## config.mk

```make
export PLATFORM = sky130hd
export DESIGN_NAME = smr_result_if
export DESIGN_NICKNAME = d
export VERILOG_FILES = /design/src/rtl/smr_pkg.sv /design/src/rtl/smr_result_if.sv
export SDC_FILE = /design/constraint.sdc
export NUM_CORES = 1
export LEC_CHECK = 0
export ABC_AREA = 1
export BUFFER_PORTS_ARGS = -buffer_cell sky130_fd_sc_hd__buf_2
export CAP_MARGIN = 0
export CORE_ASPECT_RATIO = 1.1
export CORE_MARGIN = 2
export CORE_UTILIZATION = 56
export DETAILED_ROUTE_END_ITERATION = 10
export GPL_TIMING_DRIVEN = 0
export MAX_ROUTING_LAYER = met4
export PLACE_DENSITY = 0.86
export SYNTH_ARGS = -nofsm -noshare
export SYNTH_HDL_FRONTEND = slang
export SYNTH_SLANG_ARGS = --single-unit
```

## constraint.sdc

```tcl
create_clock -name clk_i -period 15.9 [get_ports clk_i]
set_input_delay 0.795 -clock clk_i [delete_from_list [all_inputs] [get_ports clk_i]]
set_output_delay 0.795 -clock clk_i [all_outputs]
set_load 0.1 [all_outputs]
```

## src/rtl/smr_pkg.sv

```systemverilog
/*
  Shared constants for the sensor result interface: channel counts, count
  and result widths, the scan rate and the clock rate that times it.
  Assumes a single 250 MHz system clock.
*/
package smr_pkg;
  localparam int CLK_HZ = 250_000_000;
  localparam int SCAN_RATE_HZ = 4000;
  localparam int SCAN_PERIOD_CYC = CLK_HZ / SCAN_RATE_HZ;
  localparam int NUM_CH = 22;
  localparam int CH_W = 5;
  localparam logic [CH_W-1:0] REF_CH = 5'h15;
  localparam logic [CH_W-1:0] LAST_CH = 5'h15;
  localparam int COUNT_W = 12;
  localparam int RESULT_W = 16;
  localparam int NUM_VR = 2;
  localparam int NUM_HALL = 2;
  localparam logic [RESULT_W-1:0] RESULT_RST = 16'h0000;
  localparam logic HALL_RST = 1'b1;
  typedef enum logic [1:0] {SMR_IDLE, SMR_REQ, SMR_DONE} smr_state_e;
endpackage : smr_pkg

```

## src/rtl/smr_result_if.sv

```systemverilog
/*
  Result side of the sensor input module: scans 22 converter channels at a
  fixed rate, holds each count in a result register, pulses when a scan is
  complete, and conditions the reluctor and hall comparator levels.
  Assumes a converter front end that answers each channel request with one
  valid pulse, and comparator inputs synchronous to clk_i.
*/
`timescale 1ns/1ns
module smr_result_if
  import smr_pkg::*;
#(
  parameter int SCAN_PERIOD = SCAN_PERIOD_CYC
) (
  input wire logic clk_i,                                 // System clock, 250 MHz.
  input wire logic sys_rst_i,                             // Asynchronous reset, high.
  output logic conv_req_o,                                // Conversion request level.
  output logic [CH_W-1:0] conv_chan_o,                    // Channel to convert, 0 based.
  input wire logic conv_valid_i,                          // Conversion result strobe.
  input wire logic [COUNT_W-1:0] conv_data_i,             // Conversion count.
  output logic [NUM_CH*RESULT_W-1:0] result_o,            // Results, channel 0 lowest.
  output logic sweep_done_pulse_o,                        // One cycle per completed scan.
  input wire logic [NUM_VR-1:0] vr_neg_cross_i,           // Armed negative zero crossing.
  input wire logic [NUM_VR-1:0] vr_at_zero_i,             // Reluctor signal back at 0 V.
  output logic [NUM_VR-1:0] reluctor_edge_out_o,          // Reluctor speed outputs.
  input wire logic [NUM_HALL-1:0] hall_above_hi_i,        // Hall input above 2.0 V.
  input wire logic [NUM_HALL-1:0] hall_below_lo_i,        // Hall input below 1.0 V.
  output logic [NUM_HALL-1:0] hall_level_out_o            // Inverted hall levels.
);

  ////////////////////////////////////////////////////////////////////////////
  // Scan timer.

  logic [31:0] tick_cnt, next_tick_cnt;
  logic tick;

  // The timer runs free, so the scan rate does not depend on how long the
  // converter takes to answer; a tick that finds a scan still running is lost.
  assign tick = (tick_cnt == 32'(SCAN_PERIOD - 1));

  always_comb begin
    if (tick) begin
      next_tick_cnt = 32'h0000_0000;
    end else begin
      next_tick_cnt = tick_cnt + 32'h0000_0001;
    end
  end

  always_ff @(posedge clk_i or posedge sys_rst_i) begin
    if (sys_rst_i) begin
      tick_cnt <= 32'h0000_0000;
    end else begin
      tick_cnt <= next_tick_cnt;
    end
  end

  ////////////////////////////////////////////////////////////////////////////
  // Scan sequencer.

  smr_state_e state, next_state;
  logic [CH_W-1:0] chan, next_chan;
  logic req, next_req;
  logic done, next_done;
  logic store;

  // Converter answers are taken only while a scan waits on them.
  assign store = (state == SMR_REQ) && conv_valid_i;

  // The pulse is raised one state after the last result lands, so every
  // result register already shows the new scan when the host sees it.
  always_comb begin
    next_state = state;
    next_chan = chan;
    next_req = req;
    next_done = 1'b0;
    case (state)
      SMR_IDLE: begin
        if (tick) begin
          next_state = SMR_REQ;
          next_chan = '0;
          next_req = 1'b1;
        end
      end
      SMR_REQ: begin
        if (store) begin
          if (chan == LAST_CH) begin
            next_req = 1'b0;
            next_state = SMR_DONE;
          end else begin
            next_chan = chan + 5'h01;
          end
        end
      end
      SMR_DONE: begin
        next_done = 1'b1;
        next_state = SMR_IDLE;
      end
      default: begin
        next_state = SMR_IDLE;
        next_req = 1'b0;
      end
    endcase
  end

  always_ff @(posedge clk_i or posedge sys_rst_i) begin
    if (sys_rst_i) begin
      state <= SMR_IDLE;
      chan <= '0;
      req <= 1'b0;
      done <= 1'b0;
    end else begin
      state <= next_state;
      chan <= next_chan;
      req <= next_req;
      done <= next_done;
    end
  end

  assign conv_req_o = req;
  assign conv_chan_o = chan;
  assign sweep_done_pulse_o = done;

  ////////////////////////////////////////////////////////////////////////////
  // Result registers, one per channel; the last one holds the reference.

  for (genvar g = 0; g < NUM_CH; g++) begin : g_result
    logic [RESULT_W-1:0] held, next_held;

    // The count is zero extended, so the result never reads as negative.
    always_comb begin
      if (store && (chan == CH_W'(g))) begin
        next_held = {{(RESULT_W - COUNT_W){1'b0}}, conv_data_i};
      end else begin
        next_held = held;
      end
    end

    always_ff @(posedge clk_i or posedge sys_rst_i) begin
      if (sys_rst_i) begin
        held <= RESULT_RST;
      end else begin
        held <= next_held;
      end
    end

    assign result_o[g*RESULT_W +: RESULT_W] = held;
  end

  ////////////////////////////////////////////////////////////////////////////
  // Reluctor outputs, one per input.

  for (genvar g = 0; g < NUM_VR; g++) begin : g_vr
    logic level, next_level;

    // A fresh crossing wins over a return to zero seen in the same cycle.
    always_comb begin
      if (vr_neg_cross_i[g]) begin
        next_level = 1'b1;
      end else if (vr_at_zero_i[g]) begin
        next_level = 1'b0;
      end else begin
        next_level = level;
      end
    end

    always_ff @(posedge clk_i or posedge sys_rst_i) begin
      if (sys_rst_i) begin
        level <= 1'b0;
      end else begin
        level <= next_level;
      end
    end

    assign reluctor_edge_out_o[g] = level;
  end

  ////////////////////////////////////////////////////////////////////////////
  // Hall outputs, one per input.

  for (genvar g = 0; g < NUM_HALL; g++) begin : g_hall
    logic level, next_level;
    logic hi_d, lo_d;

    // A threshold must be seen on two samples in a row, which filters
    // single-cycle glitches; the high threshold wins a tie.
    always_comb begin
      if (hall_above_hi_i[g] && hi_d) begin
        next_level = 1'b0;
      end else if (hall_below_lo_i[g] && lo_d) begin
        next_level = 1'b1;
      end else begin
        next_level = level;
      end
    end

    always_ff @(posedge clk_i or posedge sys_rst_i) begin
      if (sys_rst_i) begin
        level <= HALL_RST;
        hi_d <= 1'b0;
        lo_d <= 1'b0;
      end else begin
        level <= next_level;
        hi_d <= hall_above_hi_i[g];
        lo_d <= hall_below_lo_i[g];
      end
    end

    assign hall_level_out_o[g] = level;
  end

endmodule : smr_result_if

```

==> results of run 1 <==
[layout make-up]
type | count | area share, %
Tap cell | 300 | 2.30
Antenna cell | 1 | 0.0154
Sequential cell | 313 | 48.1
Buffer | 161 | 6.64
Inverter | 106 | 2.49
Multi-Input combinational cell | 893 | 25.0
Clock buffer | 42 | 5.44
Clock inverter | 9 | 0.606
Timing Repair Buffer | 299 | 9.46
[logic make-up after synthesis]
| kind of cell | share of synthesized area, % |
|---|---|
| AO/OA/AOI/OAI | 10.7 |
| flip-flops | 60.0 |
| AND/OR/NAND/NOR | 16.0 |
| adder cells (fa/ha/maj) | 0.575 |
| buffers and inverters | 11.3 |
| XOR/XNOR | 1.34 |
| other | 0.0287 |
[path summary, 6_finish.rpt]
path	startpoint	to	slack, ps	depth (start not counted)
max	g_hall[1].level	hall_level_out_o[1]	13530	2
min	sys_rst_i	g_result[9].held[6]	270	2
max reg2reg	conv_chan_o[0]	g_result[15].held[1]	13830	8
min reg2reg	g_hall[1].hi_d	g_hall[1].level	470	3
max in group asynchronous	sys_rst_i	g_result[21].held[8]	14620	3
min in group clk_i	hall_above_hi_i[0]	g_hall[0].hi_d	370	1
[registers in the layout (all words and copies together) (netlist names)]
register / flops
g_result.held: 264
g_hall.lo_d: 2
tick_cnt: 32
conv_chan_o: 5
g_hall.level: 2
g_hall.hi_d: 2
g_vr.level: 2
conv_req_o: 1
state: 2
sweep_done_pulse_o: 1
[per-stage QoR]
step	util [%]	instance area, um2	setup slack (ps)
after detailed placement	67.0	15300	13770
after global placement	66.7	15200	3560
after CTS	71.3	16300	13510
after floorplan	-	13400	6450
after global routing	71.3	16300	13490
final	71.3	16300	13530
[cells in the final DEF, fill, tap and decap left out, types with 8 or more instances in the layout]
cell type	n
a21oi_1	16
buf_2	315
buf_4	93
buf_6	11
clkbuf_1	31
clkbuf_16	31
clkbuf_2	11
clkbuf_8	8
conb_1	88
dfrtp_1	311
inv_1	103
nand2_1	355
nand2_2	13
nand3_1	17
nand4_1	13
nor2_1	65
nor3_1	15
o21ai_0	238
o21ai_1	21
xor2_1	18
[routing by layer]
layer | track usage, % | up-vias
li1 | - | 5055
met1 | 39.3 | 5328
met2 | 49.2 | 560
met3 | 6.33 | 116
met4 | 13.6 | 0
met5 | - | -
[worst max-delay path, cell delays in order (launching register included)]
cell and delay, ps:
dfstp_2 530, buf_4 90, buf_2 410
[where the power goes]
part	internal (mW)	switching, mW	total (mW)
Sequential	0.798	0.000616	0.799
Clock	0.418	0.295	0.713
Combinational	0.0219	0.135	0.157
Total	1.24	0.430	1.67
==> results_dict.tcl, run 1 <==
set metrics [dict create \
    leakage_nw 9.13 \
    wl_met2_mm 18.3 \
    initial_utilization_pct 57.1 \
    drt-met1-wl_mm 14.3 \
    synthMostInstantiatedCell "nand2_1" \
    worst-path-max-fanout 2 \
    cts_hold_buf 0 \
    power_density_mw_per_mm2 102 \
    total_power_mw 1.67 \
    period_needed_ps 2370 \
    synth_area_leaders "dfrtp_1 (60%), nand2_1 (10%), o21ai_0 (9.1%)" \
    grt.total_usage_pct 31.1 \
    first_global_vias 10700 \
    drtAntennaViolNets 0 \
    root_buffer "clkbuf_16" \
    cts_tree "yes" \
    fp.dieH_um 164 \
    postCtsSetupBuffers 0 \
    drt_wl_total_mm 37.7 \
    period_share_pct 14.9 \
    fin_tns_setup_ps 0 \
    grt_max_degree 137 \
    worstPathArrival_ps 1570 \
    core_mm2 0.0229 \
    routedWlPerCell_um 17.7 \
    crit_path_end_kind "primary output" \
    cts.htree.levels 1 \
    drc 0 \
    dr_total_vias 11100 \
    crit_type "register to primary output" \
    syn-cell-area_mm2 0.0131 \
    ys_ff_latch 313 \
    cts_resized 0 \
    slew_headroom_pct 39.3 \
    place_congestion 0.916 \
    yosysUniqueCellTypes 35 \
    layout-drive-gt1-share_pct 28.0 \
    die_w_um 150 \
    vias_per_cell 5.21 \
    setup_viol 0 \
    synth_top_flop_cell "dfrtp_1" \
    rows 58 \
    yosysTopAreaCell "dfrtp_1" \
    io_buffers 297 \
    clock-sinks 313 \
    multi_input_area_mm2 0.00407 \
    clockBufferDepth 3 \
    antenna_found_initial 1 \
    routed-wl-met3_mm 3.27 \
    yosys_warnings 0 \
    hpwl_mm 26.7 \
    hp-class "input pin to asynchronous set/reset pin" \
    drt_iter0_drc 922 \
    tightestPinTransition_ps 911 \
    synth_top_cell_area_share_pct 59.6 \
    grt_pass1_wl_mm 57.5 \
    maxCapViolations 0 \
    cts-buffers-inserted 30 \
    rsz0062_at_grt "no" \
    async_flop_share_pct 100 \
    synth_edf_count 0 \
    regArea_mm2 0.00784 \
    dr.max_layer_used "met4" \
    num-fill-cells 1687 \
    nets 1833 \
    hold_viol_final 0 \
    gr-total-overflow 0 \
    vdd_drop_max_mv 0.0863 \
    clk_pin_slew_worst_paths_ps 60 \
    syn_inst 1386 \
    die-area_mm2 0.0246 \
    worst_ep_required_time_ps 15110 \
    fmax_ghz 0.422 \
    dr.pass1.iters 5 \
    outcome "finished, final reports clean" \
    final_cell_count_no_fill 2124 \
    area_growth_pct 24.8 \
    slew_viol_final 0 \
    avgSynthCellArea_um2 9.42 \
    dp.cells 2072 \
    clk_latency_ps 550 \
    yosysSeqAreaShare_pct 60.0 \
    cp-start-kind "register" \
    skew_ps 9.01 \
    synthTopCellsByCount "nand2_1 (355), dfrtp_1 (311), o21ai_0 (238)" \
    ios 386 \
    timing.hold.ws_ps 273 \
]
No activity file was read; power rests on OpenSTA's default activity.
==> inputs of run 2 (changes only) <==
- CORE_UTILIZATION: 56 -> 47
- PLACE_DENSITY: 0.86 -> 0.77
- clock period: 15.9 -> 1.9 ns (I/O delays scaled with it)
==> run 2 against run 1 <==
Against the previous run: via count decreased by 0.50%; clock power increased to 9.8 times the previous value; clock skew increased by 22 ps; routed wire length increased by 1.4%; sequential share of layout area decreased by 1.8 points; die area increased by 19%; worst setup slack got worse by 13000 ps; utilization decreased by 9.8 points; cell area increased by 4.0%; critical path depth increased by 5; sequential power increased to 8.4 times the previous value; register-to-register slack got worse by 14000 ps.
==> results_dict.tcl, run 2 (synthesis gave the netlist of run 1 again) <==
set metrics [dict create \
    setup_viol 0 \
    leakage_nw 9.36 \
    cp-start-kind "register" \
    antenna_cells 0 \
    dr_total_vias 11000 \
    ios 386 \
    gr-total-overflow 0 \
    top_register "g_result.held" \
    rsz0062_at_grt "yes" \
    reg2regPathDepth 7 \
    worst-path-max-fanout 10 \
    vdd_drop_max_mv 0.696 \
    maxCapViolations 0 \
    antenna_found_initial 0 \
    cp_cell_sequence "ha_1 -> inv_1 -> nor2_1 -> ha_1 -> nand2_2 -> clkbuf_2 -> o21ai_0" \
    drt_wl_total_mm 38.2 \
    die_w_um 163 \
    tightestPinTransition_ps 857 \
    die-area_mm2 0.0291 \
    nets 1864 \
    hold_path_depth 4 \
    power_frac_comb_pct 9.1 \
    cts.htree.levels 2 \
    p_sw_share_pct 25.5 \
    total_power_mw 15.0 \
    io_buffers 297 \
    root_buffer "clkbuf_16" \
    slowest_stage "dfrtp_2" \
    gr-usage-met1_pct 32.9 \
    place_congestion 0.890 \
    cts_tree "yes" \
    r2r_setup_slack_ps 100 \
    clock-sinks 313 \
    cp_common_cell "ha_1" \
    postCtsSetupBuffers 0 \
    initial_utilization_pct 47.4 \
    drc 0 \
    worst_ep_required_time_ps 2250 \
    crit_path_end_kind "register" \
    core_mm2 0.0275 \
    drt_iter0_drc 723 \
    fin_tns_setup_ps 0 \
    drtAntennaViolNets 0 \
    layout_common_cells "nand2_1 (351), buf_2 (314), dfrtp_1 (309)" \
    grt_max_degree 45 \
    slew_headroom_pct 42.9 \
    final_cell_count_no_fill 2224 \
    first_global_vias 10500 \
    final_common_cell "nand2_1" \
    clkPwrFrac_pct 46.4 \
    pre_cts_ws_ps -121 \
    slew_viol_final 0 \
    p_sw_mw 3.83 \
    cp_top_family "flip-flops" \
    cts-buffers-inserted 34 \
    area_growth_pct 29.8 \
    clk_pin_slew_worst_paths_ps 60 \
    fp.dieH_um 179 \
    vias_per_cell 4.95 \
    dp.cells 2141 \
    crit_type "register to register" \
    dr.pass1.iters 6 \
    slowest_delay_ps 460 \
    crit_buf_inv 2 \
    clk_latency_ps 510 \
    worstPathArrival_ps 2150 \
    grt_pass1_wl_mm 57.6 \
    fmax_ghz 0.555 \
    layout-drive-gt1-share_pct 28.8 \
    rows 64 \
    p_seq_share_pct 44.5 \
    largest_register_ffs 264 \
    setup_slack_ps 98.4 \
    hp-class "input pin to register" \
    period_needed_ps 1800 \
    worstSetupPathDepth 7 \
    hpwl_mm 27.6 \
    grt-busiest-layer "met2" \
    routedWlPerCell_um 17.2 \
    hold_viol_final 0 \
    clockBufferDepth 3 \
    use_met2_pct 43.1 \
    power_density_mw_per_mm2 887 \
    period_share_pct 94.8 \
    grt.total_usage_pct 26.5 \
    p_int_mw 11.2 \
    skew_ps 30.6 \
    outcome "finished, final reports clean" \
    grt_use_met3_pct 5.14 \
]
[run 2: final cells by class]
class                   count  area, um2
inverters                 106        402
flip-flops and latches    313       7840
clock inverters            15        228
repair buffers            326       1860
fillers                  2302      10600
clock buffers              47        971
multi-input cells         893       4100
plain buffers             161       1090
well taps                 363        454
[run 2: worst min-delay path, delay by kind of cell]
kind / cells / cell delay (ps)
buf+inv: 2 / 190
simple gates: 2 / 320
[run 2: routing by layer]
layer	part of all wire, %	wire, um
met5	0	0
met1	40	15200
met4	4.0	1520
met3	7.1	2710
met2	49	18800
[run 2: final timing paths]
| check | end | from |
|---|---|---|
| max in group asynchronous | g_result[16].held[7] | sys_rst_i |
| hold reg to reg | g_hall[1].level | g_hall[1].hi_d |
| setup reg to reg | g_result[15].held[6] | conv_chan_o[0] |
| hold / removal | state[0] | conv_valid_i |
| setup / recovery | g_result[15].held[6] | conv_chan_o[0] |
| min in group asynchronous | g_result[15].held[10] | sys_rst_i |
[run 2: power by group through the flow]
stage	logic (mW)	clock network (mW)	registers (mW)
6_report	1.37	6.97	6.69
5_1_grt	1.44	7.34	6.68
4_1_cts	1.37	7.06	6.69
3_5_place_dp	1.34	0	6.81
3_3_place_gp	1.29	0	6.81
2_1_floorplan	1.13	0	6.81
[run 2: per-stage QoR]
stage                     cell area (um2)  hold slack [ps]  util (%)
final                               16900              148      61.5
after global placement              15300              220      55.7
after detailed placement            15500              163      56.3
after global routing                16900              178      61.5
after CTS                           16900              119      61.4
after floorplan                     13400              126         -
[run 2: repair_timing]
action / 4_1_cts / 5_1_grt
pin swaps: 0 / 0
hold buffers: 21 / 0
endpoints found under the hold margin: 67 / 0
gates resized for setup: 3 / 15
endpoints found under the setup margin: 12 / 63
==> inputs of run 3 (changes only) <==
- CORE_UTILIZATION: 47 -> 48
- CTS_BUF_LIST: unset -> sky130_fd_sc_hd__clkbuf_8
- PLACE_DENSITY: 0.77 -> 0.78
==> run 3 against run 2 <==
Against the previous run: count of clock-buffer cells in the layout is 22 higher; clock power is 8.9% lower; routed wire length rose by 1.7%; maximum frequency rose by 1.6%; flip-flop and latch count did not move; cell count grew 1.1%; first-iteration DRC count fell by 1.2%; register-to-register slack better by 30 ps; utilization up 1.3 points; via count up 0.98%; critical path type unchanged; largest power group is now sequential cells.
==> results_dict.tcl, run 3 (synthesis gave the netlist of run 1 again) <==
set metrics [dict create \
    outcome "finished, final reports clean" \
    fin_util_pct 62.8 \
    largest_register_ffs 264 \
    drt_iter0_drc 714 \
    grt_pass1_wl_mm 59.6 \
    drt_wl_total_mm 38.9 \
    slew_viol_final 0 \
    vias_per_cell 4.94 \
    cts-buffers-inserted 51 \
    rows 63 \
    cp_top_family "buffers and inverters" \
    hpwl_mm 27.9 \
    initial_utilization_pct 48.6 \
    fp.dieH_um 177 \
    hp-class "input pin to register" \
    grt_max_degree 44 \
    cts_tree "yes" \
    grt.total_usage_pct 27.8 \
    leakage_nw 9.41 \
    antenna_cells 0 \
    rsz0062_at_grt "no" \
    startpoint "conv_chan_o[2]" \
    clock-sinks 313 \
    fin_area_mm2 0.0169 \
    drtAntennaViolNets 0 \
    gr-total-overflow 0 \
    first_global_vias 10900 \
    final_common_cell "nand2_1" \
    place_congestion 0.906 \
    worst_ep_required_time_ps 2310 \
    die_w_um 161 \
    slowest_stage "dfrtp_1" \
    antenna_found_initial 0 \
    total_power_mw 14.4 \
    fmax_ghz 0.564 \
    worst-path-max-fanout 10 \
    vdd_drop_max_mv 0.619 \
    top_register "g_result.held" \
    core_mm2 0.0269 \
    cp-start-kind "register" \
    cp_common_cell "buf_2" \
    reg2reg_from "conv_chan_o[2]" \
    pre_cts_ws_ps -107 \
    maxCapViolations 0 \
    layout_common_cells "nand2_1 (350), buf_2 (316), dfrtp_1 (309)" \
    hold_start "conv_valid_i" \
    cp_cell_sequence "buf_2 -> nor2_2 -> inv_1 -> nor3_4 -> buf_2 -> a21oi_1" \
    period_needed_ps 1770 \
    clk_pin_slew_worst_paths_ps 60 \
    root_buffer "clkbuf_8" \
    setup_slack_ps 126 \
    ios 386 \
    post_dp_cell_area_mm2 0.0155 \
    crit_type "register to register" \
    dr_total_vias 11100 \
    dr.pass1.iters 6 \
    period_share_pct 93.3 \
    slew_headroom_pct 39.9 \
    slowest_delay_ps 400 \
    crit_path_end_kind "register" \
    nets 1881 \
    fin_tns_setup_ps 0 \
    postCtsSetupBuffers 0 \
    worstPathArrival_ps 2180 \
    routedWlPerCell_um 17.3 \
    timing.hold.ws_ps 99.6 \
    die-area_mm2 0.0285 \
    clockBufferDepth 3 \
    cts.htree.levels 2 \
    area_growth_pct 29.3 \
    skew_ps 24.9 \
    dp.cells 2135 \
    power_density_mw_per_mm2 854 \
    drc 0 \
    final_cell_count_no_fill 2248 \
    crit_buf_inv 3 \
    clk_latency_ps 580 \
    setup_viol 0 \
    tightestPinTransition_ps 902 \
    layout-drive-gt1-share_pct 29.8 \
    io_buffers 297 \
    hold_viol_final 0 \
]
run 3: path summary, 6_finish.rpt:
check / endpoint / cells past startpoint / slack (ps)
worst max register to register: g_result[16].held[6] / 6 / 130
worst max-delay path: g_result[16].held[6] / 6 / 130
max in group asynchronous: g_result[1].held[4] / 6 / 440
worst min register to register: g_result[14].held[5] / 2 / 480
min in group asynchronous: tick_cnt[22] / 3 / 230
worst min-delay path: state[0] / 4 / 100
run 3: worst register-to-register path, cell delays in order (launching register included):
cell and delay (ps):
dfrtp_1 400, buf_2 180, nor2_2 140, inv_1 130, nor3_4 370, buf_2 290
a21oi_1 110
run 3: where the power goes:
| part | switching [mW] | internal [mW] | leakage (nW) |
|---|---|---|---|
| Combinational | 1.14 | 0.233 | 4.44 |
| Sequential | 0.00467 | 6.68 | 4.33 |
| Clock | 2.69 | 3.66 | 0.635 |
run 3: area by class of cell:
class | count | area (um2)
buffer | 161 | 1080
tap | 357 | 447
clock buffer | 69 | 950
inverter | 106 | 402
fill | 2239 | 10000
timing repair buffer | 326 | 1860
clock inverter | 23 | 195
multi-input combinational | 893 | 4110
sequential | 313 | 7840
run 3: timing repair:
item,in CTS,in global routing
pin swaps,0,0
gates resized for setup,3,13
endpoints found under the setup margin,13,93
hold endpoints to repair,67,0
hold buffers,21,0
run 3: metal layers:
| layer | part of all wire, % | routed length (um) | global-route usage [%] |
|---|---|---|---|
| met3 | 7.6 | 2940 | 5.67 |
| met1 | 39 | 15300 | 34.7 |
| met4 | 4.0 | 1550 | 11.4 |
| met5 | 0 | 0 | - |
| met2 | 49 | 19100 | 44.6 |
